==> src/pkg/selector_pkg.sv <==
// constants, encodings and carriers for the output data selector
package selector_pkg;
   // ==========================================================
   // timing
   localparam int unsigned CLOCK_HZ = 200_000_000;
   localparam int unsigned MASTER_HZ = 4_000_000;
   // cycles of the system clock per 4 MHz master period
   localparam int unsigned TICK_CYC = CLOCK_HZ / MASTER_HZ;
   // cycles per 1 MHz period, four master periods
   localparam int unsigned PERIOD_1M_CYC = 4 * TICK_CYC;
   localparam int unsigned TICK_W = $clog2(TICK_CYC);
   localparam logic [TICK_W-1:0] TICK_LAST = TICK_W'(TICK_CYC - 1);

   // ==========================================================
   // register map, byte addresses on the bus
   localparam logic [7:0] CTRL_ADDR = 8'h00;
   localparam logic [7:0] STATUS_ADDR = 8'h04;
   localparam int CTRL_TTY_BIT = 0;
   localparam int CTRL_KBAUX_BIT = 1;
   localparam logic [1:0] CTRL_RESET = 2'h0;

   // ==========================================================
   // completion inputs
   localparam int DONE_COUNT = 6;
   localparam int XMIT_DONE_IDX = 0;

   // ==========================================================
   // character decode, 7-bit codes with bit 1 at index 0
   localparam int CHAR_W = 7;
   localparam int BIT6_IDX = 5;
   localparam int BIT7_IDX = 6;
   typedef logic [CHAR_W-1:0] charBits_t;

   // selector codes {high select, low select}
   typedef enum logic [1:0] {
      SEL_PAD = 2'h0,
      SEL_KEY = 2'h1,
      SEL_AUX = 2'h2,
      SEL_NONE = 2'h3
   } select_t;

   // keyboard strobe sequencer, one-hot
   typedef enum logic [4:0] {
      ST_IDLE = 5'h01,
      ST_ARMED = 5'h02,
      ST_PULSE = 5'h04,
      ST_HOLD = 5'h08,
      ST_LOCKED = 5'h10
   } strobeState_t;

   // control pins from the terminal side
   typedef struct packed {
      logic rawKeyStrobe;
      logic auxStrobe;
      logic auxSelectN;
      logic padSend;
      logic padXmitStrobeN;
      logic [DONE_COUNT-1:0] doneN;
   } ctrlPins_t;

   // pin levels the synchronisers take in reset: nothing struck, nothing done
   localparam ctrlPins_t CTRL_PINS_IDLE = '{rawKeyStrobe: 1'h0, auxStrobe: 1'h0,
      auxSelectN: 1'h1, padSend: 1'h0, padXmitStrobeN: 1'h1, doneN: '1};

   // the three data sources
   typedef struct packed {
      charBits_t pad;
      charBits_t key;
      charBits_t aux;
   } dataPins_t;
endpackage : selector_pkg

==> src/verilog/output_data_selector.sv <==
// output data selector: clock divider, key strobe, completion, source selection
`timescale 1ns/1ps
module output_data_selector
(
   input wire logic clock,
   input wire logic rst,
   input wire selector_pkg::ctrlPins_t ctrlPins,
   input wire selector_pkg::dataPins_t dataPins,
   output logic clockHalf,
   output logic clockQuarter,
   output logic keyStrobe,
   output logic funcDone,
   output logic outStrobe,
   output logic selHigh,
   output logic selLow,
   output selector_pkg::charBits_t outBits,
   input wire logic psel,
   input wire logic penable,
   input wire logic pwrite,
   input wire logic [7:0] paddr,
   input wire logic [31:0] pwdata,
   output logic [31:0] prdata,
   output logic pready,
   output logic pslverr
);
   // ==========================================================
   // pin synchronisers
   selector_pkg::ctrlPins_t ctrlMeta;
   selector_pkg::ctrlPins_t ctrlSync;
   selector_pkg::dataPins_t dataMeta;
   selector_pkg::dataPins_t dataSync;

   // all pins are asynchronous to clock, two stages each; control pins held at idle
   // levels, data pins at zero in reset so no unknown reaches the logic right after release
   always_ff @(posedge clock)
   begin
      if (rst)
      begin
         ctrlMeta <= selector_pkg::CTRL_PINS_IDLE;
         ctrlSync <= selector_pkg::CTRL_PINS_IDLE;
         dataMeta <= '0;
         dataSync <= '0;
      end
      else
      begin
         ctrlMeta <= ctrlPins;
         ctrlSync <= ctrlMeta;
         dataMeta <= dataPins;
         dataSync <= dataMeta;
      end
   end

   // ==========================================================
   // clock divider
   logic [selector_pkg::TICK_W-1:0] tickCount;
   logic tick;
   logic fall1M;

   // one tick per 4 MHz master period
   always_ff @(posedge clock)
   begin
      if (rst)
         tickCount <= '0;
      else if (tickCount == selector_pkg::TICK_LAST)
         tickCount <= '0;
      else
         tickCount <= tickCount + 1'b1;
   end

   assign tick = (tickCount == selector_pkg::TICK_LAST);
   // 1 MHz falls when both divided clocks are high at a tick
   assign fall1M = tick && clockHalf && clockQuarter;

   // divided clocks are flops, used in logic only as enables
   always_ff @(posedge clock)
   begin
      if (rst)
      begin
         clockHalf <= 1'b0;
         clockQuarter <= 1'b0;
      end
      else if (tick)
      begin
         clockHalf <= !clockHalf;
         if (clockHalf)
            clockQuarter <= !clockQuarter;
      end
   end

   a_half_ratio: assert property (@(posedge clock) disable iff (rst)
      $changed(clockQuarter) |-> $changed(clockHalf) && !clockHalf)
      else $error("1 MHz clock moved off a 2 MHz fall");

   a_half_period: assert property (@(posedge clock) disable iff (rst)
      $changed(clockHalf) |-> $past(tick))
      else $error("2 MHz clock moved off a master tick");

   // ==========================================================
   // completion logic
   logic doneAny;
   logic funcAny;

   assign doneAny = !(&ctrlSync.doneN);
   assign funcAny = !(&(ctrlSync.doneN | (selector_pkg::DONE_COUNT)'(1)
      << selector_pkg::XMIT_DONE_IDX));

   always_ff @(posedge clock)
   begin
      if (rst)
         funcDone <= 1'b0;
      else
         funcDone <= funcAny;
   end

   a_xmit_silent: assert property (@(posedge clock) disable iff (rst)
      (ctrlSync.doneN == ~((selector_pkg::DONE_COUNT)'(1) << selector_pkg::XMIT_DONE_IDX))
      |=> !funcDone)
      else $error("transmit done alone raised function done");

   // ==========================================================
   // keyboard strobe sequencer
   selector_pkg::strobeState_t state;
   selector_pkg::strobeState_t next_state;
   logic rawPrev;
   logic rawRise;
   logic armed;
   logic lockout;

   always_ff @(posedge clock)
   begin
      if (rst)
         rawPrev <= 1'b0;
      else
         rawPrev <= ctrlSync.rawKeyStrobe;
   end

   assign rawRise = ctrlSync.rawKeyStrobe && !rawPrev;

   // lock is held through the strobe's last period, so a clear then is lost
   always_comb
   begin
      next_state = state;
      case (state)
         selector_pkg::ST_IDLE:
            if (rawRise)
               next_state = selector_pkg::ST_ARMED;
         selector_pkg::ST_ARMED:
            if (fall1M)
               next_state = selector_pkg::ST_PULSE;
         selector_pkg::ST_PULSE:
            if (fall1M)
               next_state = selector_pkg::ST_HOLD;
         selector_pkg::ST_HOLD:
            if (fall1M)
               next_state = selector_pkg::ST_LOCKED;
         selector_pkg::ST_LOCKED:
            if (doneAny)
               next_state = selector_pkg::ST_IDLE;
         default:
            next_state = selector_pkg::ST_IDLE;
      endcase
   end

   always_ff @(posedge clock)
   begin
      if (rst)
      begin
         state <= selector_pkg::ST_IDLE;
         keyStrobe <= 1'b0;
      end
      else
      begin
         state <= next_state;
         keyStrobe <= (next_state == selector_pkg::ST_PULSE)
            || (next_state == selector_pkg::ST_HOLD);
      end
   end

   assign armed = (state == selector_pkg::ST_ARMED) || (state == selector_pkg::ST_PULSE);
   assign lockout = (state == selector_pkg::ST_HOLD) || (state == selector_pkg::ST_LOCKED);

   // helper: length of the current strobe in cycles
   logic [15:0] strobeLen;
   // strobe stands from the first to the third 1 MHz fall
   localparam int STROBE_CYC = 2 * selector_pkg::PERIOD_1M_CYC;

   always_ff @(posedge clock)
   begin
      if (rst || !keyStrobe)
         strobeLen <= '0;
      else
         strobeLen <= strobeLen + 16'h0001;
   end

   a_strobe_length: assert property (@(posedge clock) disable iff (rst)
      $fell(keyStrobe) |-> $past(strobeLen) == 16'(STROBE_CYC - 1))
      else $error("key strobe not two 1 MHz periods long");

   a_lock_no_arm: assert property (@(posedge clock) disable iff (rst)
      lockout |-> !armed)
      else $error("arming flag set under lockout");

   a_lock_blocks: assert property (@(posedge clock) disable iff (rst)
      $rose(keyStrobe) |-> $past(armed) && !$past(lockout))
      else $error("key strobe rose without arming or under lockout");

   a_done_release: assert property (@(posedge clock) disable iff (rst)
      (state == selector_pkg::ST_LOCKED) && doneAny |=> !lockout)
      else $error("completion did not clear lockout");

   // ==========================================================
   // source selection
   logic kbAuxEnable;
   logic ttyMode;
   logic kbPath;
   logic auxPath;
   selector_pkg::select_t sel;
   selector_pkg::charBits_t keyMasked;

   // delete (all ones) or closing bracket: bits 1, 3, 4, 5 high
   function automatic logic passChar(input selector_pkg::charBits_t c);
      passChar = c[0] && c[2] && c[3] && c[4];
   endfunction : passChar

   // path enables, pad send wins over both others
   assign kbPath = !ctrlSync.padSend && kbAuxEnable
      && (armed || keyStrobe);
   assign auxPath = !ctrlSync.padSend && !ctrlSync.auxSelectN
      && ctrlSync.auxStrobe && !kbPath;

   always_comb
   begin
      if (ctrlSync.padSend)
         sel = selector_pkg::SEL_PAD;
      else if (kbPath)
         sel = selector_pkg::SEL_KEY;
      else if (auxPath)
         sel = selector_pkg::SEL_AUX;
      else
         sel = selector_pkg::SEL_NONE;
   end

   // bit 6 masking only touches keyboard data, as on the selector input
   always_comb
   begin
      keyMasked = dataSync.key;
      if (ttyMode && dataSync.key[selector_pkg::BIT7_IDX] && !passChar(dataSync.key))
         keyMasked[selector_pkg::BIT6_IDX] = 1'b0;
   end

   always_ff @(posedge clock)
   begin
      if (rst)
      begin
         selHigh <= 1'b1;
         selLow <= 1'b1;
         outBits <= '0;
         outStrobe <= 1'b0;
      end
      else
      begin
         {selHigh, selLow} <= sel;
         case (sel)
            selector_pkg::SEL_PAD: outBits <= dataSync.pad;
            selector_pkg::SEL_KEY: outBits <= keyMasked;
            selector_pkg::SEL_AUX: outBits <= dataSync.aux;
            default: outBits <= '0;
         endcase
         outStrobe <= (kbPath && keyStrobe) || auxPath
            || (ctrlSync.padSend && !ctrlSync.padXmitStrobeN);
      end
   end

   a_pad_wins: assert property (@(posedge clock) disable iff (rst)
      ctrlSync.padSend |=> !selHigh && !selLow && outBits == $past(dataSync.pad))
      else $error("pad send did not route scratch pad data");

   a_single_source: assert property (@(posedge clock) disable iff (rst)
      !(kbPath && auxPath) && !(ctrlSync.padSend && (kbPath || auxPath)))
      else $error("more than one data source enabled");

   a_bit6_mask: assert property (@(posedge clock) disable iff (rst)
      sel == selector_pkg::SEL_KEY && ttyMode && dataSync.key[selector_pkg::BIT7_IDX]
      && !passChar(dataSync.key) |=> !outBits[selector_pkg::BIT6_IDX])
      else $error("bit 6 not masked in teleprinter mode");

   a_pad_strobe: assert property (@(posedge clock) disable iff (rst)
      ctrlSync.padSend && !ctrlSync.padXmitStrobeN |=> outStrobe)
      else $error("pad transmit strobe gave no data strobe");

   // ==========================================================
   // bus slave, one wait state per access
   logic access;
   logic [1:0] ctrlReg;

   assign access = psel && penable && !pready;
   assign ttyMode = ctrlReg[selector_pkg::CTRL_TTY_BIT];
   assign kbAuxEnable = ctrlReg[selector_pkg::CTRL_KBAUX_BIT];

   // control register steers mode and keyboard/aux enable;
   // a write lands at the edge that completes the transfer
   always_ff @(posedge clock)
   begin
      if (rst)
         ctrlReg <= selector_pkg::CTRL_RESET;
      else if (psel && penable && pready && pwrite && paddr == selector_pkg::CTRL_ADDR)
         ctrlReg <= pwdata[1:0];
   end

   // status reads live sequencer state and outputs
   always_ff @(posedge clock)
   begin
      if (rst)
      begin
         pready <= 1'b0;
         pslverr <= 1'b0;
         prdata <= '0;
      end
      else
      begin
         pready <= access;
         pslverr <= access && paddr != selector_pkg::CTRL_ADDR
            && paddr != selector_pkg::STATUS_ADDR;
         prdata <= '0;
         if (access && !pwrite)
         begin
            if (paddr == selector_pkg::CTRL_ADDR)
               prdata <= {30'h0, ctrlReg};
            else if (paddr == selector_pkg::STATUS_ADDR)
               prdata <= {20'h0, funcDone, outStrobe, selHigh, selLow,
                  lockout, armed, keyStrobe, state};
         end
      end
   end

   a_bus_answer: assert property (@(posedge clock) disable iff (rst)
      psel && penable && !pready |=> pready ##1 !pready)
      else $error("bus answer not one cycle after access");
endmodule : output_data_selector

==> config.mk <==
export PLATFORM = sky130hd
export DESIGN_NAME = output_data_selector
export DESIGN_NICKNAME = d
export VERILOG_FILES = /design/src/pkg/selector_pkg.sv /design/src/verilog/output_data_selector.sv
export SDC_FILE = /design/constraint.sdc
export NUM_CORES = 1
export LEC_CHECK = 0
export ABC_CLOCK_PERIOD_IN_PS = 2100
export BUFFER_PORTS_ARGS = -buffer_cell sky130_fd_sc_hd__clkbuf_2
export CAP_MARGIN = 20
export CORE_ASPECT_RATIO = 1.5
export CORE_UTILIZATION = 45
export CTS_CLUSTER_SIZE = 28
export DETAILED_ROUTE_END_ITERATION = 16
export PLACE_DENSITY = 0.73
export RECOVER_POWER = 25
export SYNTH_ARGS = -nofsm -noshare
export SYNTH_HDL_FRONTEND = slang
export SYNTH_SLANG_ARGS = --single-unit
==> constraint.sdc <==
create_clock -name clock -period 2.1 [get_ports clock]
set_clock_uncertainty 0.05 [all_clocks]
set_input_delay 0.21 -clock clock [delete_from_list [all_inputs] [get_ports clock]]
set_output_delay 0.21 -clock clock [all_outputs]
set_load 0.05 [all_outputs]
Word level (Yosys, flattened, before mapping)
Index checks and enable logic that the tools add are counted.

operators by class
  reduce and logical (&&, ||, !) cells = 50
  equality and inequality tests = 12
  bitwise operators = 2
  multiplexer cells = 13
  add/subtract/negate cells = 1

operators with widths
  cell                 count
  $mux 5               5
  $pmux 5 s5           1
  $logic_and 1x1->1    23
  $pmux 7 s3           1
  $logic_not 1->1      11
  $eq 5x3->1 const B   2
  $eq 5x4->1 const B   2
  $eq 8x3->1 const B   1
  $logic_not 8->1      1
  $mux 2               4
  $ne 8x3->1 const B   1
  $reduce_bool 8->1    1
  $add 6x1->6 const B  1
  $eq 6x6->1 const B   1
  $logic_or 1x1->1     6
  $reduce_and 6->1     1
  $eq 5x1->1 const B   1
  $eq 5x2->1 const B   1
  $eq 5x5->1 const B   1
  $reduce_and 5->1     1
  $reduce_or 2->1      2
  $reduce_or 4->1      1
  $reduce_or 3->1      1
  $eq 2x1->1 const B   1
  5 further kinds      7

word-level totals
  input port bits = 77
  output and inout port bits = 48
  logic and storage cells = 113
  register bits after elaboration = 126

Logic depth before layout (Yosys ltp)
Gate-level depths: netlist of the first run.

  word-level depth = 11
  gate-level depth with buffers = 7
  depth with buffers taken out = 7

Least setup slack after synthesis of the first run
No wires, ideal clock.

  path type = register -> register
  from = reg pready
  to = reg prdata[7]
  library setup time = 60 ps
  data arrival time = 1622 ps
  clock period less this slack = 1732 ps
  buffers on the path = 0
  data required time = 1990 ps
  stages on the path, launching flop included = 5
  slack = 368 ps
  path through = dfxtp_1 > or3_1 > or3_1 > nor2_2 > and3_1

on the way
  word-level cells in the longest chain between the ends = 5

ends and longest elaborated chain
  what                              line                         RTL
  start, declared                   output_data_selector.sv:23   output logic pready,
  start signal, assigned            output_data_selector.sv:321  pready <= access;
  $logic_not 1->1                   output_data_selector.sv:296  assign access = psel && penable && !pready;
  $logic_and 1x1->1                 output_data_selector.sv:296
  $logic_and 1x1->1                 output_data_selector.sv:325  if (access && !pwrite)
  $not 1->1 (no source line)        -
  $reduce_or 4->1 (no source line)  -
  end signal, assigned              output_data_selector.sv:328  prdata <= {30'h0, ctrlReg};
  end signal, assigned              output_data_selector.sv:330  prdata <= {20'h0, funcDone, outStrobe, selHigh, selLow,
  end, declared                     output_data_selector.sv:22   output logic [31:0] prdata,

No other way between the ends.
A chain may end at the register's enable or synchronous reset.

Worst setup path in the final report of the first run
  from = reg state[3]
  to = reg outBits[0]

on the way
  word-level cells in the longest chain between the ends = 11
  elaborated cells on any way between the ends = 14
  classes of those cells = 4 x eq/ne; 4 x mux; 6 x reduce/logical

ends and longest elaborated chain
  what                                      line                         RTL
  start, declared                           output_data_selector.sv:122  selector_pkg::strobeState_t state;
  start signal, assigned                    output_data_selector.sv:168  state <= selector_pkg::ST_IDLE;
  start signal, assigned                    output_data_selector.sv:173  state <= next_state;
  $eq 5x2->1 or $eq 5x3->1 (tied branches)  output_data_selector.sv:179  assign armed = (state == selector_pkg::ST_ARMED) || (state == selector_pkg::ST_PULSE);
  $logic_or 1x1->1 *                        output_data_selector.sv:179
  $logic_or 1x1->1 *                        output_data_selector.sv:227  && (armed || keyStrobe);
  $logic_and 1x1->1 *                       output_data_selector.sv:227
  $logic_not 1->1                           output_data_selector.sv:229  && ctrlSync.auxStrobe && !kbPath;
  $logic_and 1x1->1                         output_data_selector.sv:229
  $mux 1                                    output_data_selector.sv:237  else if (auxPath)
  $mux 2 *                                  output_data_selector.sv:235  else if (kbPath)
  $mux 2 *                                  output_data_selector.sv:233  if (ctrlSync.padSend)
  $eq 2x2->1, or another cell as far along  output_data_selector.sv:263  case (sel)
  $pmux 7 s3 *                              output_data_selector.sv:263
  end signal, assigned                      output_data_selector.sv:264  selector_pkg::SEL_PAD: outBits <= dataSync.pad;
  end signal, assigned                      output_data_selector.sv:265  selector_pkg::SEL_KEY: outBits <= keyMasked;
  end signal, assigned                      output_data_selector.sv:266  selector_pkg::SEL_AUX: outBits <= dataSync.aux;
  end, declared                             output_data_selector.sv:16   output selector_pkg::charBits_t outBits,

Mark *: on every way between the ends. The rest lies on a longest branch, timed or not.

==> impl_results.md, run 1 <==
* Status: complete, no violations
* Power density cells at 904.9 nW/um2
* Height of the die at ~110 um
* Dpl hpwl at 3972 um
* Flops & latches, synth at 106
* Core ar. at 7661 um2
* Vias after detailed routing at between 2000 and 2500
* Mapped cell area at 3570 um2
* Vias in the first global route at 2219
* Ys async rst share at 0
* F_max at 545.5 MHz
* Share of the cycle needed by the critical path after routing at 0.8729
* Share of cells above drive strength 1 at 0.2916
* Seq pwr share at 0.547
* Post-synth EDFFs at 0
* Static Leakage at 1.823 nW
* Most area-consuming cells after synthesis: dfxtp_1, nor2b_1, buf_4, or2_2, nor2_1
* GR Util All Layers at 0.1496
* Slew @ Worst Pin at between 0.9 and 1 ns
* Grt total ovfl at 0
* Post-CTS setup buffer count at 0
* Max-cap violations at 0
* Dpl cell area at between 3000 and 4000 um2
* H-tree lvl count at 3
* Pre-CTS setup slack at 0.2844 ns
* Final Wtd Congestion at 0.7339
* Synth top area share at 0.5945
* Netlist cell types at 50
* Combinational share of power at 0.070
* Worst-Skew Late Latency at approximately 0.33 ns
* Worst EP required at about 2.3 ns
* CTS sink count at 106
* Clock Tree Buf Depth at 2
* WL/cell at 10.48 um
* Critical path fanouts, max at 9
* CTS buffer count at 9
* Gate Count Post-Synth at 331
* Hold Crit Class: in -> reg
* Root Buffer: clkbuf_16
* Overall power at 3.857 mW
* Drt pass-1 iters at 5
* Via/cell ratio at ~4.5
* Most numerous cell in the Yosys netlist: dfxtp_1
* Row count at 39
* Worst VDD drop at 0.0004657 V
* Post-route cell area at approximately 4300 um2
* Crit path launch type: flop
* Max-slew violation count at 0
* RSZ-0062 raised after global routing: no
* Worst rel slew slack at 0.3984
* Diodes inserted at 0
* Die ar. at 8300 um2
* PnR worst setup slack at 0.2668 ns
* Synth area leader: dfxtp_1
* CTS resizes at 0
* Data arrival time of the critical path at 2.00 ns
* Final net count at 489
* I/O Buffers at 74
* Switching pwr at 851.7 uW
* Pint at 3.006 mW
* Ports at ~130
* CTS tree: done
* Clk pin slew, worst setup/hold paths at 0.06 ns
* Synthesis-to-finish area growth at 19.42%
* Crit path capture type: flop
* Net Sw Frac at 0.2208
* Synth Area per Inst at approximately 11 um2
* Crit path kind: reg -> reg
* Crit path time final at 1.833 ns
* Die Wd at 74.72 um
* Post-route setup TNS at 0 ns
* Final Hold Viols at 0
* First DRT Iteration DRCs at 76
* Dominant synthesized flop cell: dfxtp_1
* Largest net degree at the start of global routing at 54
* Clock power share at 0.383
* Final Routed Wirelength at ~5400 um
* Initial cell density of the core at 0.4659
* DRC Markers at 0
* Hold slack final at 0.009953 ns
* Global-route wire length before repair at 9377 um
* Register area share after synthesis at 0.5945
* Final setup viols at 0
* Initial antenna violation count at 0
* Ys Warns at 0
* DRT antenna net count at 0
* Top cells by count, synth: dfxtp_1, nor2b_1, nor2_1
==> cells in the final DEF (no fill, tap or decap), types with 3 or more instances in the layout <==
| cell type | n |
|---|---|
| dfxtp_1 | 106 |
| clkbuf_2 | 74 |
| nor2b_1 | 52 |
| nor2_1 | 25 |
| conb_1 | 20 |
| or2_2 | 16 |
| nand2_1 | 12 |
| and2_1 | 9 |
| clkbuf_16 | 9 |
| a222oi_1 | 6 |
| inv_1 | 4 |
| nand3_1 | 4 |
| xor2_1 | 4 |
| a21oi_1 | 4 |
| mux2i_1 | 4 |
| buf_4 | 4 |
| xnor2_1 | 3 |
| nor3_2 | 3 |
| nand3b_1 | 3 |
| or3_1 | 3 |
| nor3_1 | 3 |
| nor4_1 | 3 |
| nand2b_1 | 3 |
| clkinv_2 | 3 |
| clkbuf_1 | 3 |
| dlygate4sd3_1 | 3 |
==> per-stage QoR <==
step | util | std cells
2_1_floorplan | - | 350
3_3_place_gp | 0.5179 | 498
3_5_place_dp | 0.5179 | 498
4_1_cts | 0.5574 | 517
5_1_grt | 0.5564 | 517
6_report | 0.5564 | 517
==> registers in the layout (all words and copies together) (netlist names), 2 cells and up <==
name       flops
prdata        12
dataSync      21
dataMeta      21
ctrlSync      11
ctrlReg        2
ctrlMeta      11
outBits        7
state          5
tickCount      6
==> critical path, cell delays in order, from the launching register on <==
cell and delay, ns:
dfxtp_1 0.37, or4b_4 0.55, o21ai_4 0.19, nor3b_2 0.13, a222oi_1 0.34, nor2_1 0.08
==> layout make-up <==
type,count,area (um2)
timing repair buffer,83,437.9
multi-input combinational,206,1287
tap,102,127.6
inverter,4,15.01
sequential,106,2122
clock buffer,11,242.7
fill,702,3398
clock inverter,5,30.03
==> path summary, 6_finish.rpt <==
path | depth (start not counted) | start | endpoint | slack (ns)
hold reg to reg | 1 | ctrlMeta[1]$_SDFF_PP1_ | ctrlSync[1]$_SDFF_PP1_ | 0.36
hold / removal | 2 | ctrlPins[0] | ctrlMeta[0]$_SDFF_PP1_ | 0.01
setup / recovery | 5 | state[3]$_SDFF_PP0_ | outBits[0]$_SDFF_PP0_ | 0.27
setup reg to reg | 5 | state[3]$_SDFF_PP0_ | outBits[0]$_SDFF_PP0_ | 0.27
==> power groups by stage <==
stage	clock network (mW)	logic, mW	registers (mW)
final	1.48	0.269	2.11
after global routing	1.63	0.296	2.12
after CTS	1.53	0.274	2.11
after detailed placement	0	0.268	2.15
after global placement	0	0.265	2.15
after floorplan	0	0.213	2.17
==> logic make-up (layout without fill, tap and decap cells) <==
logic type	after synthesis	in the layout	synth area share
AO/OA/AOI/OAI	24	24	0.05539
buffers and inverters	38	103	0.06484
AND/OR/NAND/NOR	147	147	0.2412
adder cells (fa/ha/maj)	2	2	0.007009
multiplexers	5	5	0.01437
other	1	20	0.001051
flip-flops	106	106	0.5945
XOR/XNOR	8	8	0.02173
==> per-layer routing <==
layer,vias up,share of wire,wire (um),GRT usage
met4,0,0.029,159,0.1019
met3,12,0.050,269,0.03364
met1,1040,0.39,2137,0.1630
li1,1198,-,-,-
met2,74,0.53,2852,0.2480
met5,-,0,0,0
==> repair_timing <==
action,CTS,global route
setup endpoints to repair,0,0
hold endpoints to repair,3,0
hold buffers,3,0
No activity file was read; power rests on OpenSTA's default activity.
==> run 2: changes to the inputs <==
CORE_MARGIN = 4   (was not set)
==> run 2 against run 1 <==
Compared with the run above:
- core utilization is 1.2 points higher
- worst hold slack better by 0.0069 ns
- non-clock buffer count grew 3
- register-to-register slack better by 0.05 ns
- power up 7.3%
- via count fell by 1.5%
- fmax is 2.6% higher
- sequential share of layout area shrank 1.0 points
- flip-flop and latch count is the same
- global-route usage down 2.3 points
- count of clock-buffer cells in the layout stayed put
- critical path type unchanged
==> impl_results.md, run 2 (same netlist as run 1, synthesis figures left out) <==
* Worst EP required at 2.32 ns (was 2.27 ns)
* Leading cell type in the layout, fill and taps excluded: dfxtp_1 (unchanged)
* GR Util All Layers at 0.1270 (was 0.1496)
* Ports at 125 (unchanged)
* R2R cell count at 5 (unchanged)
* Global-route wire length before repair at 8942 um (was 9377 um)
* Die Wd at 80.72 um (was 74.72 um)
* Worst rel slew slack at 0.5766 (was 0.3984)
* CTS sink count at 106 (unchanged)
* CTS buffer count at 9 (unchanged)
* Dpl cell area at 3968 um2 (unchanged)
* Top flop regs: dataMeta x21, dataSync x21, prdata x12 (unchanged)
* CTS tree: done (unchanged)
* Synthesis-to-finish area growth at 21.98% (was 19.42%)
* Final Instance Count excl. Fillers at 519 (was 517)
* Worst VDD drop at 0.0005859 V (was 0.0004657 V)
* Core ar. at 7661 um2 (unchanged)
* Final Hold Viols at 0 (unchanged)
* Slew @ Worst Pin at 0.6351 ns (was 0.9024 ns)
* Share of the cycle needed by the critical path after routing at 0.8504 (was 0.8729)
* Final Routed Wirelength at 5735 um (was 5419 um)
* Max-slew violation count at 0 (unchanged)
* CP Capture Point: outBits[0]$_SDFF_PP0_ (unchanged)
* Vias in the first global route at 2063 (was 2219)
* Power density cells at 950.6 nW/um2 (was 904.9 nW/um2)
* Status: complete, no violations (unchanged)
* Dpl hpwl at 4083 um (was 3972 um)
* Final setup viols at 0 (unchanged)
* Max-cap violations at 0 (unchanged)
* Crit path time final at 1.786 ns (was 1.833 ns)
* CP max stage delay at 0.56 ns (was 0.55 ns)
* Initial antenna violation count at 0 (unchanged)
* Clock Tree Buf Depth at 2 (unchanged)
* Data arrival time of the critical path at 2.00 ns (about the same)
* Reg2reg end: outBits[0]$_SDFF_PP0_ (unchanged)
* DRC Markers at 0 (unchanged)
* H-tree lvl count at 3 (unchanged)
* First DRT Iteration DRCs at 91 (was 76)
* Drt pass-1 iters at 4 (was 5)
* Final core occ at 0.5683 (was 0.5564)
* CTS resizes at 0 (unchanged)
* Worst reg-to-reg setup slack at 0.31 ns (was 0.27 ns)
* Crit path kind: reg -> reg (unchanged)
* Post-CTS setup buffer count at 0 (unchanged)
* Post-route cell area at 4354 um2 (was 4263 um2)
* WL/cell at 11.05 um (was 10.48 um)
* Share of cells above drive strength 1 at 0.2926 (was 0.2916)
* Slowest cell on the critical path: dfxtp_1 (was or4b_4)
* Setup crit start: state[1]$_SDFF_PP0_ (was state[3]$_SDFF_PP0_)
* Clk pin slew, worst setup/hold paths at 0.06 ns (about the same)
* Die ar. at 9451 um2 (was 8300 um2)
* Worst min-delay path startpoint: ctrlPins[5] (was ctrlPins[0])
* I/O Buffers at 74 (unchanged)
* Post-route setup TNS at 0 ns (unchanged)
* Largest net degree at the start of global routing at 74 (was 54)
* Crit path capture type: flop (unchanged)
* Hold Crit Class: in -> reg (unchanged)
* Row count at 39 (unchanged)
* F_max at 560.0 MHz (was 545.5 MHz)
* Crit path launch type: flop (unchanged)
* Static Leakage at 1.863 nW (was 1.823 nW)
* Most frequent cells in the layout: dfxtp_1, clkbuf_2, nor2b_1 (unchanged)
* Worst-path cell chain: xnor2_2 -> o21ai_4 -> nor3b_2 -> a222oi_1 -> nor2_1 (was or4b_4 -> o21ai_4 -> nor3b_2 -> a222oi_1 -> nor2_1)
* Via/cell ratio at 4.412 (was 4.495)
* R2R Path Start: state[1]$_SDFF_PP0_ (was state[3]$_SDFF_PP0_)
* Root Buffer: clkbuf_16 (unchanged)
* Final net count at 492 (was 489)
* DRT antenna net count at 0 (unchanged)
* Diodes inserted at 0 (unchanged)
* Critical path fanouts, max at 9 (unchanged)
* Initial cell density of the core at 0.4659 (unchanged)
* Height of the die at 117.1 um (was 111.1 um)
* Grt total ovfl at 0 (unchanged)
* RSZ-0062 raised after global routing: no (unchanged)
* Worst-Skew Late Latency at 0.33 ns (about the same)
* Cell total after placement at 498 (unchanged)
* Final Wtd Congestion at 0.7462 (was 0.7339)
* Vias after detailed routing at 2290 (was 2324)
==> run 2: cell count changes in the layout (fill, tap and decap cells not counted), sizes merged <==
| cell | before | now |
|---|---|---|
| clkinv | 3 | 0 |
| bufinv | 0 | 2 |
| dlygate4sd3 | 3 | 6 |
| buf | 4 | 6 |
| clkbuf | 87 | 85 |
==> run 2: timing repair <==
action / in CTS / in global routing
endpoints found under the setup margin: 0 / 0
hold buffers: 6 / 0
endpoints found under the hold margin: 6 / 0
==> run 2: layer usage <==
metal | track usage | part of all wire | vias up
li1 | - | - | 1206
met4 | 0.07666 | 0.030 | 0
met3 | 0.04135 | 0.068 | 12
met5 | 0 | 0 | -
met1 | 0.1304 | 0.39 | 995
met2 | 0.2223 | 0.51 | 77
==> run 2: how the worst min path moves through the flow <==
stage,end,depth (start not counted)
after floorplan,ctrlMeta[0]$_SDFF_PP1_,1
final,ctrlMeta[5]$_SDFF_PP1_,2
after CTS,ctrlMeta[5]$_SDFF_PP1_,2
after detailed placement,ctrlSync[2]$_SDFF_PP1_,1
after global placement,ctrlSync[3]$_SDFF_PP1_,1
after global routing,ctrlMeta[5]$_SDFF_PP1_,2
==> run 2: power by group <==
part	switching, mW	internal, mW	total [mW]
sequential	0.0268	2.08	2.11
clock	0.655	1.10	1.76
combinational	0.175	0.0994	0.274
total	0.857	3.28	4.14
==> run 2: area by class of cell <==
cell class                      count  area, um2
Sequential cell                   106       2122
Multi-Input combinational cell    206       1287
Clock inverter                      4      75.07
Inverter                            4      15.01
Fill cell                         667       3307
Tap cell                          102      127.6
Timing Repair Buffer               86      474.2
Clock buffer                       11      252.7
==> run 2: critical path, delay by kind of cell (launching register included) <==
| family | cells | cell delay, ns |
|---|---|---|
| flops | 1 | 0.56 |
| simple gates | 2 | 0.63 |
| xor+xnor | 1 | 0.20 |
| compound gates | 2 | 0.29 |
==> run 2: metrics by stage <==
stage	power [mW]	worst slack (ns)	hold slack, ns
6_report	4.139	0.3141	0.01687
5_1_grt	4.296	0.1411	0.01404
4_1_cts	4.189	0.2985	0.003615
3_5_place_dp	2.421	0.2947	0.3437
3_3_place_gp	2.415	0.3187	0.3439
2_1_floorplan	2.379	0.3680	0.2638
==> run 3: changes to the inputs <==
ABC_AREA = 1   (was not set)
CORE_MARGIN = 5   (was 4)
==> run 3 against run 2 <==
Compared with the run above:
- worst setup slack improved by 0.26 ns
- sequential power is essentially flat
- worst hold slack got worse by 0.0060 ns
- cell area rose by 8.4%
- final cell count rose by 26%
- non-clock buffer count up 19
- first-iteration DRC count up 3.3%
- combinational power grew 17%
- core utilization increased by 1.8 points
- register-to-register slack improved by 0.27 ns
- flip-flop and latch count is the same
- wire length rose by 20%
- critical path type is now in -> reg
==> impl_results.md, run 3 <==
* Synthesis-to-finish area growth at 26.02% (was 21.98%)
* Diodes inserted at 0 (unchanged)
* Post-CTS setup buffer count at 0 (unchanged)
* Switching pwr at 924.0 uW (was 857.1 uW)
* # hold bufs at CTS at 29 (was 6)
* Combinational share of power at 0.078 (was 0.066)
* Ys Warns at 0 (unchanged)
* Drt pass-1 iters at 4 (unchanged)
* Dominant synthesized flop cell: dfxtp_1 (unchanged)
* Largest family of logic cells by synthesized area: simple AND/OR/NAND/NOR gates (unchanged)
* Critical path fanouts, max at 56 (was 9)
* Worst VDD drop at 0.0004986 V (was 0.0005859 V)
* Worst reg-to-reg setup slack at 0.58 ns (was 0.31 ns)
* Clock Tree Buf Depth at 2 (unchanged)
* Reg2reg end: keyStrobe$_SDFF_PP0_ (was outBits[0]$_SDFF_PP0_)
* Worst-Skew Late Latency at 0.34 ns (was 0.33 ns)
* Most area-consuming cells after synthesis: dfxtp_1, nor2_1, inv_1, buf_4, nand2_1 (was dfxtp_1, nor2b_1, buf_4, or2_2, nor2_1)
* Hold Crit Class: in -> reg (unchanged)
* Most frequent cells in the layout: dfxtp_1, nor2_1, inv_1 (was dfxtp_1, clkbuf_2, nor2b_1)
* Pint at 3.194 mW (was 3.282 mW)
* Max-slew violation count at 0 (unchanged)
* I/O Buffers at 74 (unchanged)
* Synth Area in Compound Gates at 0.03808 (was 0.05538)
* Post-route setup TNS at 0 ns (unchanged)
* Crit path capture type: flop (unchanged)
* Core ar. at 8058 um2 (was 7661 um2)
* Initial cell density of the core at 0.4649 (was 0.4659)
* Post-route cell area at 4721 um2 (was 4354 um2)
* Worst rel slew slack at 0.3146 (was 0.5766)
* Slew @ Worst Pin at 1.028 ns (was 0.6351 ns)
* Gate Count Post-Synth at 438 (was 331)
* Die ar. at 10290 um2 (was 9451 um2)
* Die Wd at 84.50 um (was 80.72 um)
* Final Routed Wirelength at 6889 um (was 5735 um)
* Clk pin slew, worst setup/hold paths at 0.06 ns (about the same)
* Mapped cell area at 3746 um2 (was 3570 um2)
* CP Capture Point: dataSync[15]$_SDFF_PP0_ (was outBits[0]$_SDFF_PP0_)
* Crit path launch type: primary input (was flop)
* Cell total after placement at 607 (was 498)
* Netlist cell types at 35 (was 50)
* Final Hold Viols at 0 (unchanged)
* F_max at 655.0 MHz (was 560.0 MHz)
* Data arrival time of the critical path at 1.70 ns (was 2.00 ns)
* Final Instance Count excl. Fillers at 652 (was 519)
* Dpl hpwl at 4954 um (was 4083 um)
* Grt total ovfl at 0 (unchanged)
* Synth top area share at 0.5665 (was 0.5945)
* Root Buffer: clkbuf_16 (unchanged)
* WL/cell at 10.57 um (was 11.05 um)
* R2R Path Start: tickCount[0]$_SDFF_PP0_ (was state[1]$_SDFF_PP0_)
* CTS sink count at 106 (unchanged)
* Leading cell type in the layout, fill and taps excluded: dfxtp_1 (unchanged)
* Largest net degree at the start of global routing at 57 (was 74)
* RSZ-0062 raised after global routing: no (unchanged)
* H-tree lvl count at 3 (unchanged)
* Share of the cycle needed by the critical path after routing at 0.7270 (was 0.8504)
* Overall power at 4.118 mW (was 4.139 mW)
* Top cells by count, synth: dfxtp_1, nor2_1, inv_1 (was dfxtp_1, nor2b_1, nor2_1)
* Register area share after synthesis at 0.5665 (was 0.5945)
* Setup crit start: rst (was state[1]$_SDFF_PP0_)
* Final setup viols at 0 (unchanged)
* Final Wtd Congestion at 0.8730 (was 0.7462)
* CTS buffer count at 9 (unchanged)
* CTS resizes at 0 (unchanged)
* Ys async rst share at 0 (unchanged)
* Status: complete, no violations (unchanged)
* Mux cell area share after synthesis at 0 (was 0.01437)
* Simple-Gate Fraction of Synth Area at 0.2465 (was 0.2411)
* R2R cell count at 8 (was 5)
* Max-cap violations at 0 (unchanged)
* Top flop regs: dataMeta x21, dataSync x21, prdata x12 (unchanged)
* Ports at 125 (unchanged)
* Post-synth EDFFs at 0 (unchanged)
* Global-route wire length before repair at 11460 um (was 8942 um)
* Clock power share at 0.409 (was 0.424)
* Seq pwr share at 0.513 (was 0.509)
* Vias in the first global route at 2748 (was 2063)
* Synth area leader: dfxtp_1 (unchanged)
* Crit path time final at 1.527 ns (was 1.786 ns)
* Crit path kind: in -> reg (was reg -> reg)
* Final net count at 621 (was 492)
* DRC Markers at 0 (unchanged)
* Vias after detailed routing at 2781 (was 2290)
* GR Util All Layers at 0.1403 (was 0.1270)
* Row count at 40 (was 39)
* First DRT Iteration DRCs at 94 (was 91)
* Synth Area in XOR/XNOR at 0.004676 (was 0.02173)
* Adder-Cell Fraction of Synth Area at 0.006680 (was 0.007010)
* Height of the die at 121.7 um (was 117.1 um)
* Share of cells above drive strength 1 at 0.2395 (was 0.2926)
* Synth Area per Inst at 8.553 um2 (was 10.78 um2)
* Via/cell ratio at 4.265 (was 4.412)
* Initial antenna violation count at 0 (unchanged)
* CTS tree: done (unchanged)
* Static Leakage at 2.273 nW (was 1.863 nW)
* Dpl cell area at 4128 um2 (was 3968 um2)
* Flops & latches, synth at 106 (unchanged)
* Most numerous cell in the Yosys netlist: dfxtp_1 (unchanged)
* Net Sw Frac at 0.2244 (was 0.2071)
* Worst EP required at 2.27 ns (was 2.32 ns)
* Power density cells at 872.2 nW/um2 (was 950.6 nW/um2)
* DRT antenna net count at 0 (unchanged)
run 3: changes by cell type after synthesis, sizes merged, moves of 6 or more:
cell    delta
nand2     +32
nor2      +64
a222oi     -6
nand3     +23
inv       +76
nand4      +6
and2       -9
a21oi      +9
nor2b     -52
run 3: routing by layer:
layer,wire (um),vias to the layer above,GRT usage,share of wire
li1,-,1475,-,-
met1,2676,1209,0.1407,0.39
met2,3570,83,0.2564,0.52
met3,436,14,0.03857,0.063
met4,206,0,0.08119,0.030
met5,0,-,0,0
run 3: worst min-delay path by stage:
stage,end,start,cells after the start
floorplan,ctrlMeta[0]$_SDFF_PP1_,ctrlPins[0],1
global placement,ctrlSync[10]$_SDFF_PP0_,ctrlMeta[10]$_SDFF_PP0_,2
detailed placement,ctrlSync[1]$_SDFF_PP1_,ctrlMeta[1]$_SDFF_PP1_,1
CTS,ctrlMeta[8]$_SDFF_PP1_,ctrlPins[8],2
global route,ctrlMeta[8]$_SDFF_PP1_,ctrlPins[8],2
finish,dataMeta[9]$_SDFF_PP0_,dataPins[9],3
run 3: area by class of cell:
cell class                      instances  area [um2]
Multi-Input combinational cell        239        1184
Timing Repair Buffer                  105       671.9
Fill cell                             731        3337
Tap cell                              105       131.4
Clock inverter                          3       46.29
Clock buffer                           13       260.3
Inverter                               81       305.3
Sequential cell                       106        2122
run 3: power groups by stage:
stage               Sequential [mW]  Clock, mW  Combinational (mW)
detailed placement             2.16          0               0.280
floorplan                      2.17          0               0.224
CTS                            2.11       1.73               0.322
global route                   2.12       1.82               0.356
global placement               2.16          0               0.274
finish                         2.11       1.68               0.321
run 3: stage by stage:
stage            util  hold WS (ns)  worst slack, ns
6_report       0.5859       0.01086           0.5734
5_1_grt        0.5859      0.001010           0.3515
4_1_cts        0.5863      0.002195           0.5899
3_5_place_dp   0.5123        0.3447           0.5900
3_3_place_gp   0.5123        0.3406           0.6636
2_1_floorplan       -        0.2638           0.6892
run 3: kinds of logic (layout without fill, tap and decap cells):
| group | Yosys count | in the layout |
|---|---|---|
| AO/OA/AOI/OAI | 22 | 22 |
| XOR/XNOR | 2 | 2 |
| adder cells (fa/ha/maj) | 2 | 2 |
| buffers and inverters | 112 | 202 |
| flip-flops | 106 | 106 |
| other | 1 | 20 |
| AND/OR/NAND/NOR | 193 | 193 |
run 3: worst max-delay path: stages:
cell      delay (ns)
clkbuf_1        0.16
clkbuf_2        0.82
buf_4           0.41
nor2_1          0.09
